File: config.mk
export PLATFORM = sky130hd
export DESIGN_NAME = sfp_frame_parser
export DESIGN_NICKNAME = d
export VERILOG_FILES = /design/src/sfp_pkg.sv /design/src/sfp_frame_parser.sv
export SDC_FILE = /design/constraint.sdc
export NUM_CORES = 1
export LEC_CHECK = 0
export ABC_AREA = 0
export BUFFER_PORTS_ARGS = -buffer_cell sky130_fd_sc_hd__clkbuf_2
export CORE_MARGIN = 2
export CORE_UTILIZATION = 52
export CTS_BUF_LIST = sky130_fd_sc_hd__clkbuf_4 sky130_fd_sc_hd__clkbuf_8 sky130_fd_sc_hd__clkbuf_16
export DETAILED_ROUTE_END_ITERATION = 8
export GPL_TIMING_DRIVEN = 0
export PLACE_DENSITY = 0.8
export SLEW_MARGIN = 20
export SYNTH_ARGS = -nofsm -noshare
export SYNTH_HDL_FRONTEND = slang
export SYNTH_SLANG_ARGS = --single-unit
File: constraint.sdc
create_clock -name clk_sys -period 5.2 [get_ports clk_sys]
set_input_delay 0.26 -clock clk_sys [delete_from_list [all_inputs] [get_ports clk_sys]]
set_output_delay 0.26 -clock clk_sys [all_outputs]
set_load 0.03 [all_outputs]
File: src/sfp_pkg.sv
package sfp_pkg;

  // ****************************************************************
  // Frame geometry
  // ****************************************************************
  localparam int SFP_HEAD_W = 48;
  localparam int SFP_TAIL_W = 5;
  localparam int SFP_CNT_W  = 12;

  localparam logic [SFP_CNT_W-1:0] SFP_LEN_SID  = 12'h030;
  localparam logic [SFP_CNT_W-1:0] SFP_LEN_13K2 = 12'h108;
  localparam logic [SFP_CNT_W-1:0] SFP_LEN_32K  = 12'h280;
  localparam logic [SFP_CNT_W-1:0] SFP_LEN_48K  = 12'h3c0;
  localparam logic [SFP_CNT_W-1:0] SFP_LEN_64K  = 12'h500;
  localparam logic [SFP_CNT_W-1:0] SFP_LEN_MAX  = 12'hfff;

  // ****************************************************************
  // Silence descriptor field positions (frame bit index, MSB first)
  // ****************************************************************
  localparam int SID_TYPE_POS  = 0;
  localparam int FD_BW_POS     = 1;
  localparam int FD_BW_W       = 2;
  localparam int FD_RATE_POS   = 3;
  localparam int FD_GAIN_POS   = 4;
  localparam int FD_GAIN_W     = 7;
  localparam int FD_ENERGY_POS = 11;
  localparam int FD_ENERGY_W   = 37;
  localparam int LP_BW_POS     = 1;
  localparam int LP_RATE_POS   = 2;
  localparam int LP_HANG_POS   = 3;
  localparam int LP_HANG_W     = 3;
  localparam int LP_LSF_POS    = 6;
  localparam int LP_LSF_W      = 29;
  localparam int LP_LOW_POS    = 35;
  localparam int LP_LOW_W      = 7;
  localparam int LP_ENV_POS    = 42;
  localparam int LP_ENV_W      = 6;
  localparam int LP_HB_POS     = 42;
  localparam int LP_HB_W       = 4;

  // ****************************************************************
  // Active frame header positions
  // ****************************************************************
  localparam int CORE_FLAG_POS = 0;
  localparam int CIDX_POS      = 1;
  localparam int CIDX_W        = 4;
  localparam int MDCT_SEL_POS  = 1;
  localparam int TCX_TYPE_POS  = 2;
  localparam int TCX_TYPE_W    = 2;
  localparam int HQ32_PREV_POS = 2;
  localparam int HQ32_RATE_POS = 3;
  localparam int HQ64_PREV_POS = 1;
  localparam int HQ64_RATE_POS = 2;
  localparam int CA_HDR_POS    = 0;
  localparam int CA_HDR_W      = 5;
  localparam int CA_RF_BIT     = 0;

  localparam logic [2:0] CA_OFFSET_0 = 3'h2;
  localparam logic [2:0] CA_OFFSET_1 = 3'h3;
  localparam logic [2:0] CA_OFFSET_2 = 3'h5;
  localparam logic [2:0] CA_OFFSET_3 = 3'h7;

  // ****************************************************************
  // Types
  // ****************************************************************
  typedef enum logic [2:0] {
    SFP_RATE_NONE  = 3'h0,
    SFP_RATE_SID   = 3'h1,
    SFP_RATE_13K2  = 3'h2,
    SFP_RATE_CA    = 3'h3,
    SFP_RATE_32K   = 3'h4,
    SFP_RATE_48K   = 3'h5,
    SFP_RATE_64K   = 3'h6
  } sfp_rate_e;

  typedef enum logic [1:0] {
    SFP_CORE_NONE = 2'h0,
    SFP_CORE_LP   = 2'h1,
    SFP_CORE_HQ   = 2'h2,
    SFP_CORE_TCX  = 2'h3
  } sfp_core_e;

  typedef enum logic [2:0] {
    REDUNDANT_TYPE_EMPTY          = 3'h0,
    REDUNDANT_TYPE_TRANSFORM_FREQ = 3'h1,
    REDUNDANT_TYPE_TRANSFORM_TIME_A = 3'h2,
    REDUNDANT_TYPE_TRANSFORM_TIME_B = 3'h3,
    REDUNDANT_TYPE_FULL_PREDICT   = 3'h4,
    REDUNDANT_TYPE_NO_PREDICT     = 3'h5,
    REDUNDANT_TYPE_GENERIC_PREDICT = 3'h6,
    REDUNDANT_TYPE_NOISE_EXCITED  = 3'h7
  } sfp_redundant_e;

endpackage

File: src/sfp_frame_parser.sv
`timescale 1ns/100ps

module sfp_frame_parser (
  input  wire logic                       clk_sys,
  input  wire logic                       rst,
  input  wire logic                       in_valid,
  input  wire logic                       in_bit,
  input  wire logic                       in_last,
  input  wire logic                       channel_aware_mode,
  output logic                            frame_valid,
  output logic                            frame_error,
  output sfp_pkg::sfp_rate_e              frame_rate,
  output logic [sfp_pkg::SFP_CNT_W-1:0]   frame_length,
  output sfp_pkg::sfp_core_e              core_select,
  output logic [3:0]                      coder_type_index,
  output logic [1:0]                      transform_excitation_type,
  output logic                            hq_prev_lp,
  output logic                            hq_rate_16k,
  output logic                            sid_is_lp,
  output logic [1:0]                      audio_bandwidth_index,
  output logic                            sid_rate_16k,
  output logic [6:0]                      sid_gain,
  output logic [36:0]                     sid_band_energy,
  output logic [2:0]                      sid_hangover,
  output logic [28:0]                     sid_spectral_pairs,
  output logic [6:0]                      sid_lowband_energy,
  output logic [5:0]                      sid_envelope,
  output logic [3:0]                      sid_highband_energy,
  output logic [4:0]                      ca_header,
  output logic                            redundant_copy_flag,
  output logic [2:0]                      ca_offset,
  output sfp_pkg::sfp_redundant_e         ca_type,
  output logic                            ca_partial_present
);
  import sfp_pkg::*;

  // ****************************************************************
  // State
  // ****************************************************************
  typedef struct packed {
    sfp_rate_e          rate;
    logic [SFP_CNT_W-1:0] length;
    sfp_core_e          core;
    logic [3:0]         cidx;
    logic [1:0]         tcx_type;
    logic               hq_prev;
    logic               hq_rate;
    logic               sid_lp;
    logic [1:0]         bw;
    logic               sid_rate;
    logic [6:0]         gain;
    logic [36:0]        energy;
    logic [2:0]         hang;
    logic [28:0]        lsf;
    logic [6:0]         low;
    logic [5:0]         env;
    logic [3:0]         hb;
    logic [4:0]         hdr;
    logic               rf;
    logic [2:0]         offset;
    sfp_redundant_e     rtype;
    logic               partial;
  } sfp_fields_s;

  typedef struct packed {
    logic [SFP_CNT_W-1:0]  cnt;
    logic [SFP_HEAD_W-1:0] head;
    logic [SFP_TAIL_W-1:0] tail;
    logic                  valid;
    logic                  error;
    sfp_fields_s           f;
  } sfp_state_s;

  sfp_state_s st_reg;
  sfp_state_s st_next;

  // ****************************************************************
  // Helpers
  // ****************************************************************
  // Pulls a field of up to 37 bits out of the captured frame head.
  function automatic logic [36:0] fld(input logic [SFP_HEAD_W-1:0] h,
                                      input int pos,
                                      input int w);
    logic [SFP_HEAD_W-1:0] s;
    logic [36:0]           m;
    // At width 37 the shift wraps to zero, so the mask becomes all ones
    s   = h >> (SFP_HEAD_W - pos - w);
    m   = (37'h1 << w) - 37'h1;
    fld = s[36:0] & m;
  endfunction

  // Frame bit pos of the captured head; bit 0 arrived first
  function automatic logic head_bit(input logic [SFP_HEAD_W-1:0] h,
                                    input int pos);
    head_bit = h[SFP_HEAD_W-1-pos];
  endfunction

  // Offset codes 0..3 map onto the four allowed frame distances
  function automatic logic [2:0] offset_map(input logic [1:0] code);
    logic [2:0] v;
    v = CA_OFFSET_0;
    case (code)
      2'h0:    v = CA_OFFSET_0;
      2'h1:    v = CA_OFFSET_1;
      2'h2:    v = CA_OFFSET_2;
      2'h3:    v = CA_OFFSET_3;
      default: v = CA_OFFSET_0;
    endcase
    return v;
  endfunction

  // ****************************************************************
  // Next state
  // ****************************************************************
  always_comb begin
    logic [SFP_HEAD_W-1:0] h;
    logic [SFP_TAIL_W-1:0] t;
    logic [SFP_CNT_W-1:0]  len;
    logic                  known;
    h     = st_reg.head;
    t     = {st_reg.tail[SFP_TAIL_W-2:0], in_bit};
    len   = st_reg.cnt;
    known = 1'b0;
    st_next       = st_reg;
    st_next.valid = 1'b0;
    st_next.error = 1'b0;
    if (in_valid) begin
      // Only the first 48 bits are kept; later bits only feed the tail
      if (st_reg.cnt < SFP_LEN_SID) begin
        h = {st_reg.head[SFP_HEAD_W-2:0], in_bit};
      end
      st_next.head = h;
      // Tail keeps the last five bits for the redundant-copy trailer
      st_next.tail = t;
      // Saturate so an endless frame cannot wrap onto a known length
      if (st_reg.cnt != SFP_LEN_MAX) begin
        len = st_reg.cnt + 12'h001;
      end
      st_next.cnt = len;
      if (in_last) begin
        st_next.cnt      = '0;
        st_next.head     = '0;
        st_next.tail     = '0;
        st_next.f        = '0;
        st_next.f.length = len;
        known            = 1'b1;
        // Channel-aware mode accepts only the one frame length
        if (channel_aware_mode && (len != SFP_LEN_13K2)) begin
          known = 1'b0;
        end else if (len == SFP_LEN_SID) begin
          st_next.f.rate   = SFP_RATE_SID;
          st_next.f.sid_lp = head_bit(h, SID_TYPE_POS);
          if (!head_bit(h, SID_TYPE_POS)) begin
            st_next.f.bw       = 2'(fld(h, FD_BW_POS, FD_BW_W));
            st_next.f.sid_rate = h[SFP_HEAD_W-1-FD_RATE_POS];
            st_next.f.gain     = 7'(fld(h, FD_GAIN_POS, FD_GAIN_W));
            st_next.f.energy   = fld(h, FD_ENERGY_POS, FD_ENERGY_W);
          end else begin
            st_next.f.bw       = {1'b0, h[SFP_HEAD_W-1-LP_BW_POS]};
            st_next.f.sid_rate = h[SFP_HEAD_W-1-LP_RATE_POS];
            st_next.f.hang     = 3'(fld(h, LP_HANG_POS, LP_HANG_W));
            st_next.f.lsf      = 29'(fld(h, LP_LSF_POS, LP_LSF_W));
            st_next.f.low      = 7'(fld(h, LP_LOW_POS, LP_LOW_W));
            if (!h[SFP_HEAD_W-1-LP_BW_POS]) begin
              st_next.f.env = 6'(fld(h, LP_ENV_POS, LP_ENV_W));
            end else begin
              st_next.f.hb  = 4'(fld(h, LP_HB_POS, LP_HB_W));
            end
          end
        end else if (len == SFP_LEN_13K2) begin
          st_next.f.hdr = 5'(fld(h, CA_HDR_POS, CA_HDR_W));
          st_next.f.rf  = channel_aware_mode &&
                          head_bit(h, CA_HDR_POS+CA_HDR_W-1-CA_RF_BIT);
          st_next.f.rate = SFP_RATE_13K2;
          // A cleared flag leaves the frame as a plain 13.2k one
          if (st_next.f.rf) begin
            st_next.f.rate    = SFP_RATE_CA;
            st_next.f.offset  = offset_map(t[4:3]);
            st_next.f.rtype   = sfp_redundant_e'(t[2:0]);
            // Primary kind is not checked against partial kind
            st_next.f.partial = (t[2:0] != REDUNDANT_TYPE_EMPTY);
          end
        end else if (len == SFP_LEN_32K) begin
          st_next.f.rate = SFP_RATE_32K;
          if (!h[SFP_HEAD_W-1-CORE_FLAG_POS]) begin
            st_next.f.core = SFP_CORE_LP;
            st_next.f.cidx = 4'(fld(h, CIDX_POS, CIDX_W));
          end else if (h[SFP_HEAD_W-1-MDCT_SEL_POS]) begin
            st_next.f.core     = SFP_CORE_TCX;
            st_next.f.tcx_type = 2'(fld(h, TCX_TYPE_POS, TCX_TYPE_W));
          end else begin
            st_next.f.core    = SFP_CORE_HQ;
            st_next.f.hq_prev = h[SFP_HEAD_W-1-HQ32_PREV_POS];
            st_next.f.hq_rate = h[SFP_HEAD_W-1-HQ32_PREV_POS] &&
                                h[SFP_HEAD_W-1-HQ32_RATE_POS];
          end
        end else if (len == SFP_LEN_48K) begin
          st_next.f.rate = SFP_RATE_48K;
          st_next.f.core = SFP_CORE_TCX;
        end else if (len == SFP_LEN_64K) begin
          st_next.f.rate = SFP_RATE_64K;
          if (!h[SFP_HEAD_W-1-CORE_FLAG_POS]) begin
            st_next.f.core = SFP_CORE_LP;
            st_next.f.cidx = 4'(fld(h, CIDX_POS, CIDX_W));
          end else begin
            st_next.f.core    = SFP_CORE_HQ;
            st_next.f.hq_prev = h[SFP_HEAD_W-1-HQ64_PREV_POS];
            st_next.f.hq_rate = h[SFP_HEAD_W-1-HQ64_PREV_POS] &&
                                h[SFP_HEAD_W-1-HQ64_RATE_POS];
          end
        end else begin
          known = 1'b0;
        end
        // Unknown lengths leave only the length visible
        if (!known) begin
          st_next.f        = '0;
          st_next.f.length = len;
        end
        st_next.valid = known;
        st_next.error = !known;
      end
    end
  end

  // ****************************************************************
  // Registers
  // ****************************************************************
  // Reset loads constants only, so every output reads zero until a frame
  always_ff @(posedge clk_sys or posedge rst) begin
    if (rst) begin
      st_reg <= '0;
    end else begin
      st_reg <= st_next;
    end
  end

  // ****************************************************************
  // Outputs
  // ****************************************************************
  // Strobes last one cycle; fields hold until the next frame end
  assign frame_valid               = st_reg.valid;
  assign frame_error               = st_reg.error;
  assign frame_rate                = st_reg.f.rate;
  assign frame_length              = st_reg.f.length;
  assign core_select               = st_reg.f.core;
  assign coder_type_index          = st_reg.f.cidx;
  assign transform_excitation_type = st_reg.f.tcx_type;
  assign hq_prev_lp                = st_reg.f.hq_prev;
  assign hq_rate_16k               = st_reg.f.hq_rate;
  assign sid_is_lp                 = st_reg.f.sid_lp;
  assign audio_bandwidth_index     = st_reg.f.bw;
  assign sid_rate_16k              = st_reg.f.sid_rate;
  assign sid_gain                  = st_reg.f.gain;
  assign sid_band_energy           = st_reg.f.energy;
  assign sid_hangover              = st_reg.f.hang;
  assign sid_spectral_pairs        = st_reg.f.lsf;
  assign sid_lowband_energy        = st_reg.f.low;
  assign sid_envelope              = st_reg.f.env;
  assign sid_highband_energy       = st_reg.f.hb;
  assign ca_header                 = st_reg.f.hdr;
  assign redundant_copy_flag       = st_reg.f.rf;
  assign ca_offset                 = st_reg.f.offset;
  assign ca_type                   = st_reg.f.rtype;
  assign ca_partial_present        = st_reg.f.partial;

endmodule // sfp_frame_parser

==> results of run 1 <==
## cell type report
| class | instances | area (um2) | area share |
|---|---|---|---|
| buffer | 187 | 1216 | 0.1069 |
| clock buffer | 30 | 624.3 | 0.05490 |
| multi-input combinational | 533 | 3217 | 0.2828 |
| sequential | 201 | 5030 | 0.4422 |
| clock inverter | 4 | 52.55 | 0.004620 |
| tap | 229 | 286.5 | 0.02519 |
| timing repair buffer | 150 | 875.8 | 0.07701 |
| inverter | 18 | 71.32 | 0.006271 |
## power by group
group          total (uW)  switching [uW]  internal [uW]
Combinational         183             129           54.0
Sequential           1590            11.3           1580
Clock                1490             610            881
## synthesized netlist by cell type (4+ instances only)
master,instances,share of area
a21oi_1,13,0.0068
nand3b_1,4,0.0032
inv_1,18,0.0071
nand4_1,10,0.0066
buf_4,131,0.10
a31oi_1,4,0.0026
o31ai_1,23,0.018
nor2_1,19,0.0075
mux2i_1,48,0.050
dfrtp_1,201,0.53
nand2_1,148,0.058
nand3_1,12,0.0063
o21ai_0,69,0.036
o21ai_1,49,0.026
o211ai_1,6,0.0047
nor4_1,4,0.0026
a22o_1,48,0.044
nand2b_1,4,0.0026
nor3_1,5,0.0026
clkbuf_1,37,0.015
buf_2,16,0.0084
o22ai_1,11,0.0072
## logic make-up after synthesis
| family | Yosys count | synth area share |
|---|---|---|
| AO/OA/AOI/OAI | 248 | 0.1700 |
| AND/OR/NAND/NOR | 231 | 0.1109 |
| buffers and inverters | 205 | 0.1347 |
| flip-flops | 201 | 0.5278 |
| multiplexers | 49 | 0.05159 |
| XOR/XNOR | 4 | 0.003677 |
| adder cells (fa/ha/maj) | 1 | 0.001313 |
## layout by cell type, fill, tap and decap left out, drive strengths merged, types with 5 or more instances in the layout
cell    instances
nor2           19
nand2         148
a21oi          13
or2             5
o31ai          23
o21ai         119
buf           155
mux2i          48
nor3            5
dfrtp         201
nand3          12
nand4          13
o22ai          11
o211ai          6
clkbuf        211
inv            18
a22o           48
## what timing repair did
item / in CTS / in global routing
hold buffers: 1 / 0
hold endpoints to repair: 10 / 0
endpoints found under the setup margin: 0 / 0
## critical path, stage by stage (launching register included)
cell and delay, ns:
dfrtp_1 0.46, ha_1 0.22, buf_2 0.17, nand3_1 0.19, buf_2 0.27, nand2_1 0.08
mux2i_1 0.42, nand4_2 0.29, o21ai_4 0.39, nand4_2 0.31, buf_2 0.30, o21ai_0 0.22
## layer usage
metal  up-vias  track usage  part of all wire
met3        39      0.03441             0.066
met4         0      0.06752             0.021
met5         -            0                 0
met2       295       0.3780              0.46
li1       3507            -                 -
met1      3700       0.3611              0.45
## per-stage QoR
| stage | power, uW | hold WS [ns] |
|---|---|---|
| 2_1_floorplan | 1731 | 0.3575 |
| 3_3_place_gp | 1782 | 0.4576 |
| 3_5_place_dp | 1798 | 0.2518 |
| 4_1_cts | 3274 | 0.04983 |
| 5_1_grt | 3359 | 0.05856 |
| 6_report | 3262 | 0.06616 |
## how the worst max path moves through the flow
stage | slack, ns | start | end | cells past startpoint
floorplan | 2.34 | rst | audio_bandwidth_index[0] | 1
global placement | 1.22 | rst | sid_lowband_energy[4] | 2
detailed placement | 1.89 | st_reg[191] | sid_band_energy[9] | 12
CTS | 1.84 | st_reg[191] | sid_band_energy[3] | 12
global route | 1.61 | st_reg[191] | sid_band_energy[3] | 12
finish | 1.79 | st_reg[191] | sid_band_energy[3] | 11
==> out/metrics.cfg, run 1 <==
[placed_design]
placed_cell_area_um2 = 10690
pre_cts_slack_ns = 1.892
gp_congestion = 0.9442
port_buffers = 142
numPlacedInstances = 1317
dp.final_hpwl_mm = 16.93

[logic_synthesis]
synth-async-reset-ratio = 1.000
synth_area_per_cell_um2 = 10.15
post_synth_edffs = 0
ys.warnings.count = 0
synth_cell_types = 56
synth.yosys.seq_area_share = 0.5278
synth_top_flop_cell = dfrtp_1
synth-seq-cells = 201
postSynthNetCount = 946
netlist_area_um2 = 9530
synthesis.instances = 939

[global_route]
grt_remaining_overflow = 0
grt_max_degree = 35
first_global_vias = 7177
grt_use_total = 0.2433
global_route_wire_length_before_repair_mm = 38.42
initial_antenna_violation_count = 0

[power_and_ir_drop]
p_leak_uw = 0.005443
power_per_cell_area_nw_per_um2 = 286.8
vdd_drop_max_v = 0.0001860

[sta]
finClkSkew_ns = 0.01480
min_period_over_period = 0.6561
finalSetupViolCount = 0
setup_repair_after_global_routing_missed_its_margin = no
period_needed_ns = 3.411
setup-tns-final_ns = 0
achievable-frequency_mhz = 293.1
report.final.slew_viol_count = 0
slew_headroom = 0.3699
number_of_hold_violations_in_the_final_report = 0
max_slew.worst_pin.slew_ns = 0.9451
post-route-worst-setup-slack_ns = 1.789

[routing]
detail_route.wirelength_mm = 24.03
drt_iter0_drc = 600
num_vias = 7541
detail_route.vias_per_cell = 5.578
postRouteAntennaNets = 0
route.detailed.drc = 0
routed_wire_length_per_instance_um = 17.77
firstDrtPassIters = 5

[cells_and_area]
post_route_cells_drive_above_1_share = 0.3090
final_cells = 1352
finalInstanceArea_um2 = 11370
largest_reg_flops = 64
layout.nets = 1119
diodes = 0
nFillCells = 1462
layout.core_utilization = 0.6331
flow.area_growth_from_synthesis_pct = 19.34

[worst_setup_path]
crit_required_ns = 5.61
cp_data_arrival_time_ns = 3.82
worst-r2r-cell-count = 11
setup.worst_path.start_class = register
rr_startpoint = st_reg[191]
rr_endpoint = sid_band_energy[3]
regToRegSetupSlack_ns = 1.79
timing_worst_setup_path_type = register to register
cp_max_fo = 10
worst_setup_path_end_kind = register

[min_path]
min-delay-path-class = input port to register
worst_hold_startpoint = in_bit
worst_hold_path.endpoint = ca_type[0]
worstHoldPathCells = 3

[clock_tree]
clock_buffer_count_from_cts = 21
clock_sink_count = 201
clk_path_buf_depth = 3
postCtsSetupBuffers = 0
cts-root-buf = clkbuf_16
htree_levels = 1
cts_tree = built
worst_setup_hold_path_clk_slew_ns = 0.07
worstSkewPairLatency_ns = 0.51
cts_repair_resize_count = 0

[die]
top_level_ports = 143
die_height_um = 139.4
num_rows = 49
die_width_um = 139.4
die_area_um2 = 19430
core_area_um2 = 17960
initial_core_util = 0.5305

[job]
maxCapViolations = 0

[run_status]
outcome = complete, no violations

Power figures use the tool's default switching activity.
==> run 2, diff against run 1 <==
Settings changed: ABC_AREA 0 to 1, PLACE_DENSITY 0.8 to 0.79.
Clock period 5.2 ns to 3 ns, I/O delays scaled along.
==> out/metrics.cfg, run 2 <==
[global_route]
grt_remaining_overflow = 0  ; unchanged
first_global_vias = 8097  ; was 7,177
grt_max_degree = 36  ; was 35
grt_use_total = 0.2517  ; was 0.2433
initial_antenna_violation_count = 1  ; was 0
global_route_wire_length_before_repair_mm = 40.69  ; was 38.42 mm

[routing]
route.detailed.drc = 0  ; unchanged
firstDrtPassIters = 7  ; was 5
detail_route.vias_per_cell = 5.121  ; was 5.578
num_vias = 8321  ; was 7,541
detail_route.wirelength_mm = 24.78  ; was 24.03 mm
drt_iter0_drc = 637  ; was 600
postRouteAntennaNets = 0  ; unchanged
routed_wire_length_per_instance_um = 15.25  ; was 17.77 um

[worst_setup_path]
worst_setup_path_end_kind = register  ; unchanged
crit_required_ns = 3.43  ; was 5.61 ns
timing_worst_setup_path_type = register to register  ; unchanged
setup.worst_path.start_class = register  ; unchanged
cp_max_fo = 10  ; unchanged
cp_data_arrival_time_ns = 3.22  ; was 3.82 ns

[clock_tree]
cts-root-buf = clkbuf_16  ; unchanged
clock_sink_count = 201  ; unchanged
clk_path_buf_depth = 3  ; unchanged
cts_tree = built  ; unchanged
worstSkewPairLatency_ns = 0.51  ; about the same
htree_levels = 1  ; unchanged
worst_setup_hold_path_clk_slew_ns = 0.06  ; was 0.07 ns
clock_buffer_count_from_cts = 22  ; was 21

[sta]
finClkSkew_ns = 0.01708  ; was 0.01480 ns
period_needed_ns = 2.786  ; was 3.411 ns
post-route-worst-setup-slack_ns = 0.2140  ; was 1.789 ns
number_of_hold_violations_in_the_final_report = 0  ; unchanged
achievable-frequency_mhz = 358.9  ; was 293.1 MHz
slew_headroom = 0.5902  ; was 0.3699
finalSetupViolCount = 0  ; unchanged
report.final.slew_viol_count = 0  ; unchanged
whs_ns = 0.03930  ; was 0.06616 ns
max_slew.worst_pin.slew_ns = 0.6083  ; was 0.9451 ns
min_period_over_period = 0.9287  ; was 0.6561
setup_repair_after_global_routing_missed_its_margin = no  ; unchanged

[logic_synthesis]
synth_cell_types = 31  ; was 56
synth.yosys.seq_area_share = 0.5082  ; was 0.5278
netlist_area_um2 = 9897  ; was 9530 um2
synth.most_common_cell = nand2_1  ; was dfrtp_1
post_synth_edffs = 0  ; unchanged
postSynthNetCount = 1207  ; was 946
synthTopCellsByArea = dfrtp_1 51%, nand2_1 13%, buf_4 9.9%, inv_1 4.8%, o21ai_0 4.8%  ; was dfrtp_1 53%, buf_4 10%, nand2_1 5.8%, mux2i_1 5.0%, a22o_1 4.4%
synth.top_cell.area_share = 0.5082  ; was 0.5278
synth-seq-cells = 201  ; unchanged
synth_area_per_cell_um2 = 8.247  ; was 10.15 um2
synth_top_flop_cell = dfrtp_1  ; unchanged
synthesis.instances = 1200  ; was 939
ys.warnings.count = 0  ; unchanged
ys_top_cells_by_count = 348 x nand2_1, 201 x dfrtp_1, 131 x buf_4  ; was 201 x dfrtp_1, 148 x nand2_1, 131 x buf_4
synth-async-reset-ratio = 1.000  ; unchanged
synth.largest_area_cell = dfrtp_1  ; unchanged

[cells_and_area]
flow.area_growth_from_synthesis_pct = 19.94  ; was 19.34%
layout.core_utilization = 0.6346  ; was 0.6331
final_common_cell = nand2_1  ; was dfrtp_1
finalInstanceArea_um2 = 11870  ; was 11,370 um2
layout.nets = 1383  ; was 1,119
regArea_um2 = 5030  ; unchanged
largest_reg_flops = 64  ; unchanged
layout_common_cells = 348 x nand2_1, 201 x dfrtp_1, 141 x clkbuf_2  ; was 201 x dfrtp_1, 148 x nand2_1, 144 x clkbuf_2
diodes = 0  ; unchanged
final_cells = 1625  ; was 1,352
post_route_cells_drive_above_1_share = 0.2545  ; was 0.3090
multi_input_comb_area_um2 = 3176  ; was 3217 um2
nFillCells = 1577  ; was 1,462

[power_and_ir_drop]
power_per_cell_area_nw_per_um2 = 497.6  ; was 286.8 nW/um2
power_frac_seq = 0.465  ; was 0.487
p_leak_uw = 0.006049  ; was 0.005443 uW
combPwrFrac = 0.051  ; was 0.056
internal-power_uw = 4591  ; was 2512 uW
clk_pwr_share = 0.484  ; was 0.457
netSwitchingFraction = 0.2227  ; was 0.2301
power.net_switching_uw = 1316  ; was 750.8 uW
vdd_drop_max_v = 0.0003976  ; was 0.0001860 V

[placed_design]
gp_congestion = 0.9080  ; was 0.9442
port_buffers = 141  ; was 142
dp.final_hpwl_mm = 18.21  ; was 16.93 mm
numPlacedInstances = 1582  ; was 1,317
pre_cts_slack_ns = 0.05771  ; was 1.892 ns
placed_cell_area_um2 = 11050  ; was 10,690 um2

[die]
die_width_um = 142.0  ; was 139.4 um
die_area_um2 = 20150  ; was 19,430 um2
top_level_ports = 143  ; unchanged
initial_core_util = 0.5291  ; was 0.5305
num_rows = 50  ; was 49
core_area_um2 = 18710  ; was 17,960 um2
die_height_um = 142.0  ; was 139.4 um

[job]
maxCapViolations = 0  ; unchanged

[run_status]
outcome = complete, no violations  ; unchanged

[min_path]
min-delay-path-class = input port to register  ; unchanged

-- run 2: timing repair --
| item | CTS | global route |
|---|---|---|
| buffers inserted | 0 | 2 |
| hold buffers | 2 | 0 |
| gates resized for setup | 0 | 0 |
| hold endpoints to repair | 68 | 0 |
| endpoints found under the setup margin | 0 | 42 |
-- run 2: worst max-delay path: stages, from the launching register on --
cell and delay (ns):
dfrtp_1 0.48, ha_1 0.27, nand2_2 0.09, nor2_4 0.20
nand4_1 0.12, nand2_1 0.20, inv_1 0.09, nor2_1 0.22
nand2_2 0.14, nor2_4 0.20, nand4_1 0.13, buf_4 0.20
buf_2 0.21, o21ai_1 0.16
-- run 2: worst paths after layout --
kind                                          from                endpoint  slack [ns]  cells after the start
min in group asynchronous                      rst            ca_offset[1]        0.18                      3
worst max-delay path                   st_reg[190]   sid_lowband_energy[2]        0.21                     13
worst min-delay path            channel_aware_mode          core_select[1]        0.04                      4
worst min register to register        ca_offset[2]            ca_offset[2]        0.48                      2
max in group asynchronous                      rst  sid_spectral_pairs[25]        1.89                      6
worst max register to register         st_reg[190]   sid_lowband_energy[2]        0.21                     13
-- run 2: layout make-up --
class / count / area share
Buffer: 182 / 0.1014
Clock buffer: 34 / 0.05913
Clock inverter: 5 / 0.006641
Inverter: 130 / 0.04143
Multi-Input combinational cell: 687 / 0.2675
Sequential cell: 201 / 0.4237
Tap cell: 234 / 0.02467
Timing Repair Buffer: 152 / 0.07547
-- run 2: power groups by stage --
| stage | registers (uW) | logic (uW) | clock network (uW) |
|---|---|---|---|
| finish | 2750 | 302 | 2860 |
| global route | 2750 | 338 | 3010 |
| CTS | 2750 | 305 | 2880 |
| detailed placement | 2800 | 301 | 0 |
| global placement | 2800 | 270 | 0 |
| floorplan | 2800 | 194 | 0 |
-- run 2: through the flow --
step	TNS, ns	total power [uW]
global route	0	6101
detailed placement	0	3098
finish	0	5907
floorplan	0	2990
global placement	-186.14	3068
CTS	0	5937
-- run 2: cell families after synthesis --
family / count (synthesis) / share of synthesized area
AO/OA/AOI/OAI: 203 / 0.1106
adder cells (fa/ha/maj): 1 / 0.001264
buffers and inverters: 312 / 0.1709
flip-flops: 201 / 0.5082
XOR/XNOR: 2 / 0.001770
AND/OR/NAND/NOR: 481 / 0.2072
-- run 2: metal layers --
metal  wire (um)  vias to the layer above  GRT usage
met2       11720                      277     0.4101
met1       11180                     3945     0.3551
met5          16                        -          0
li1            -                     4055          -
met4         546                        2    0.07474
met3        1323                       42    0.03432
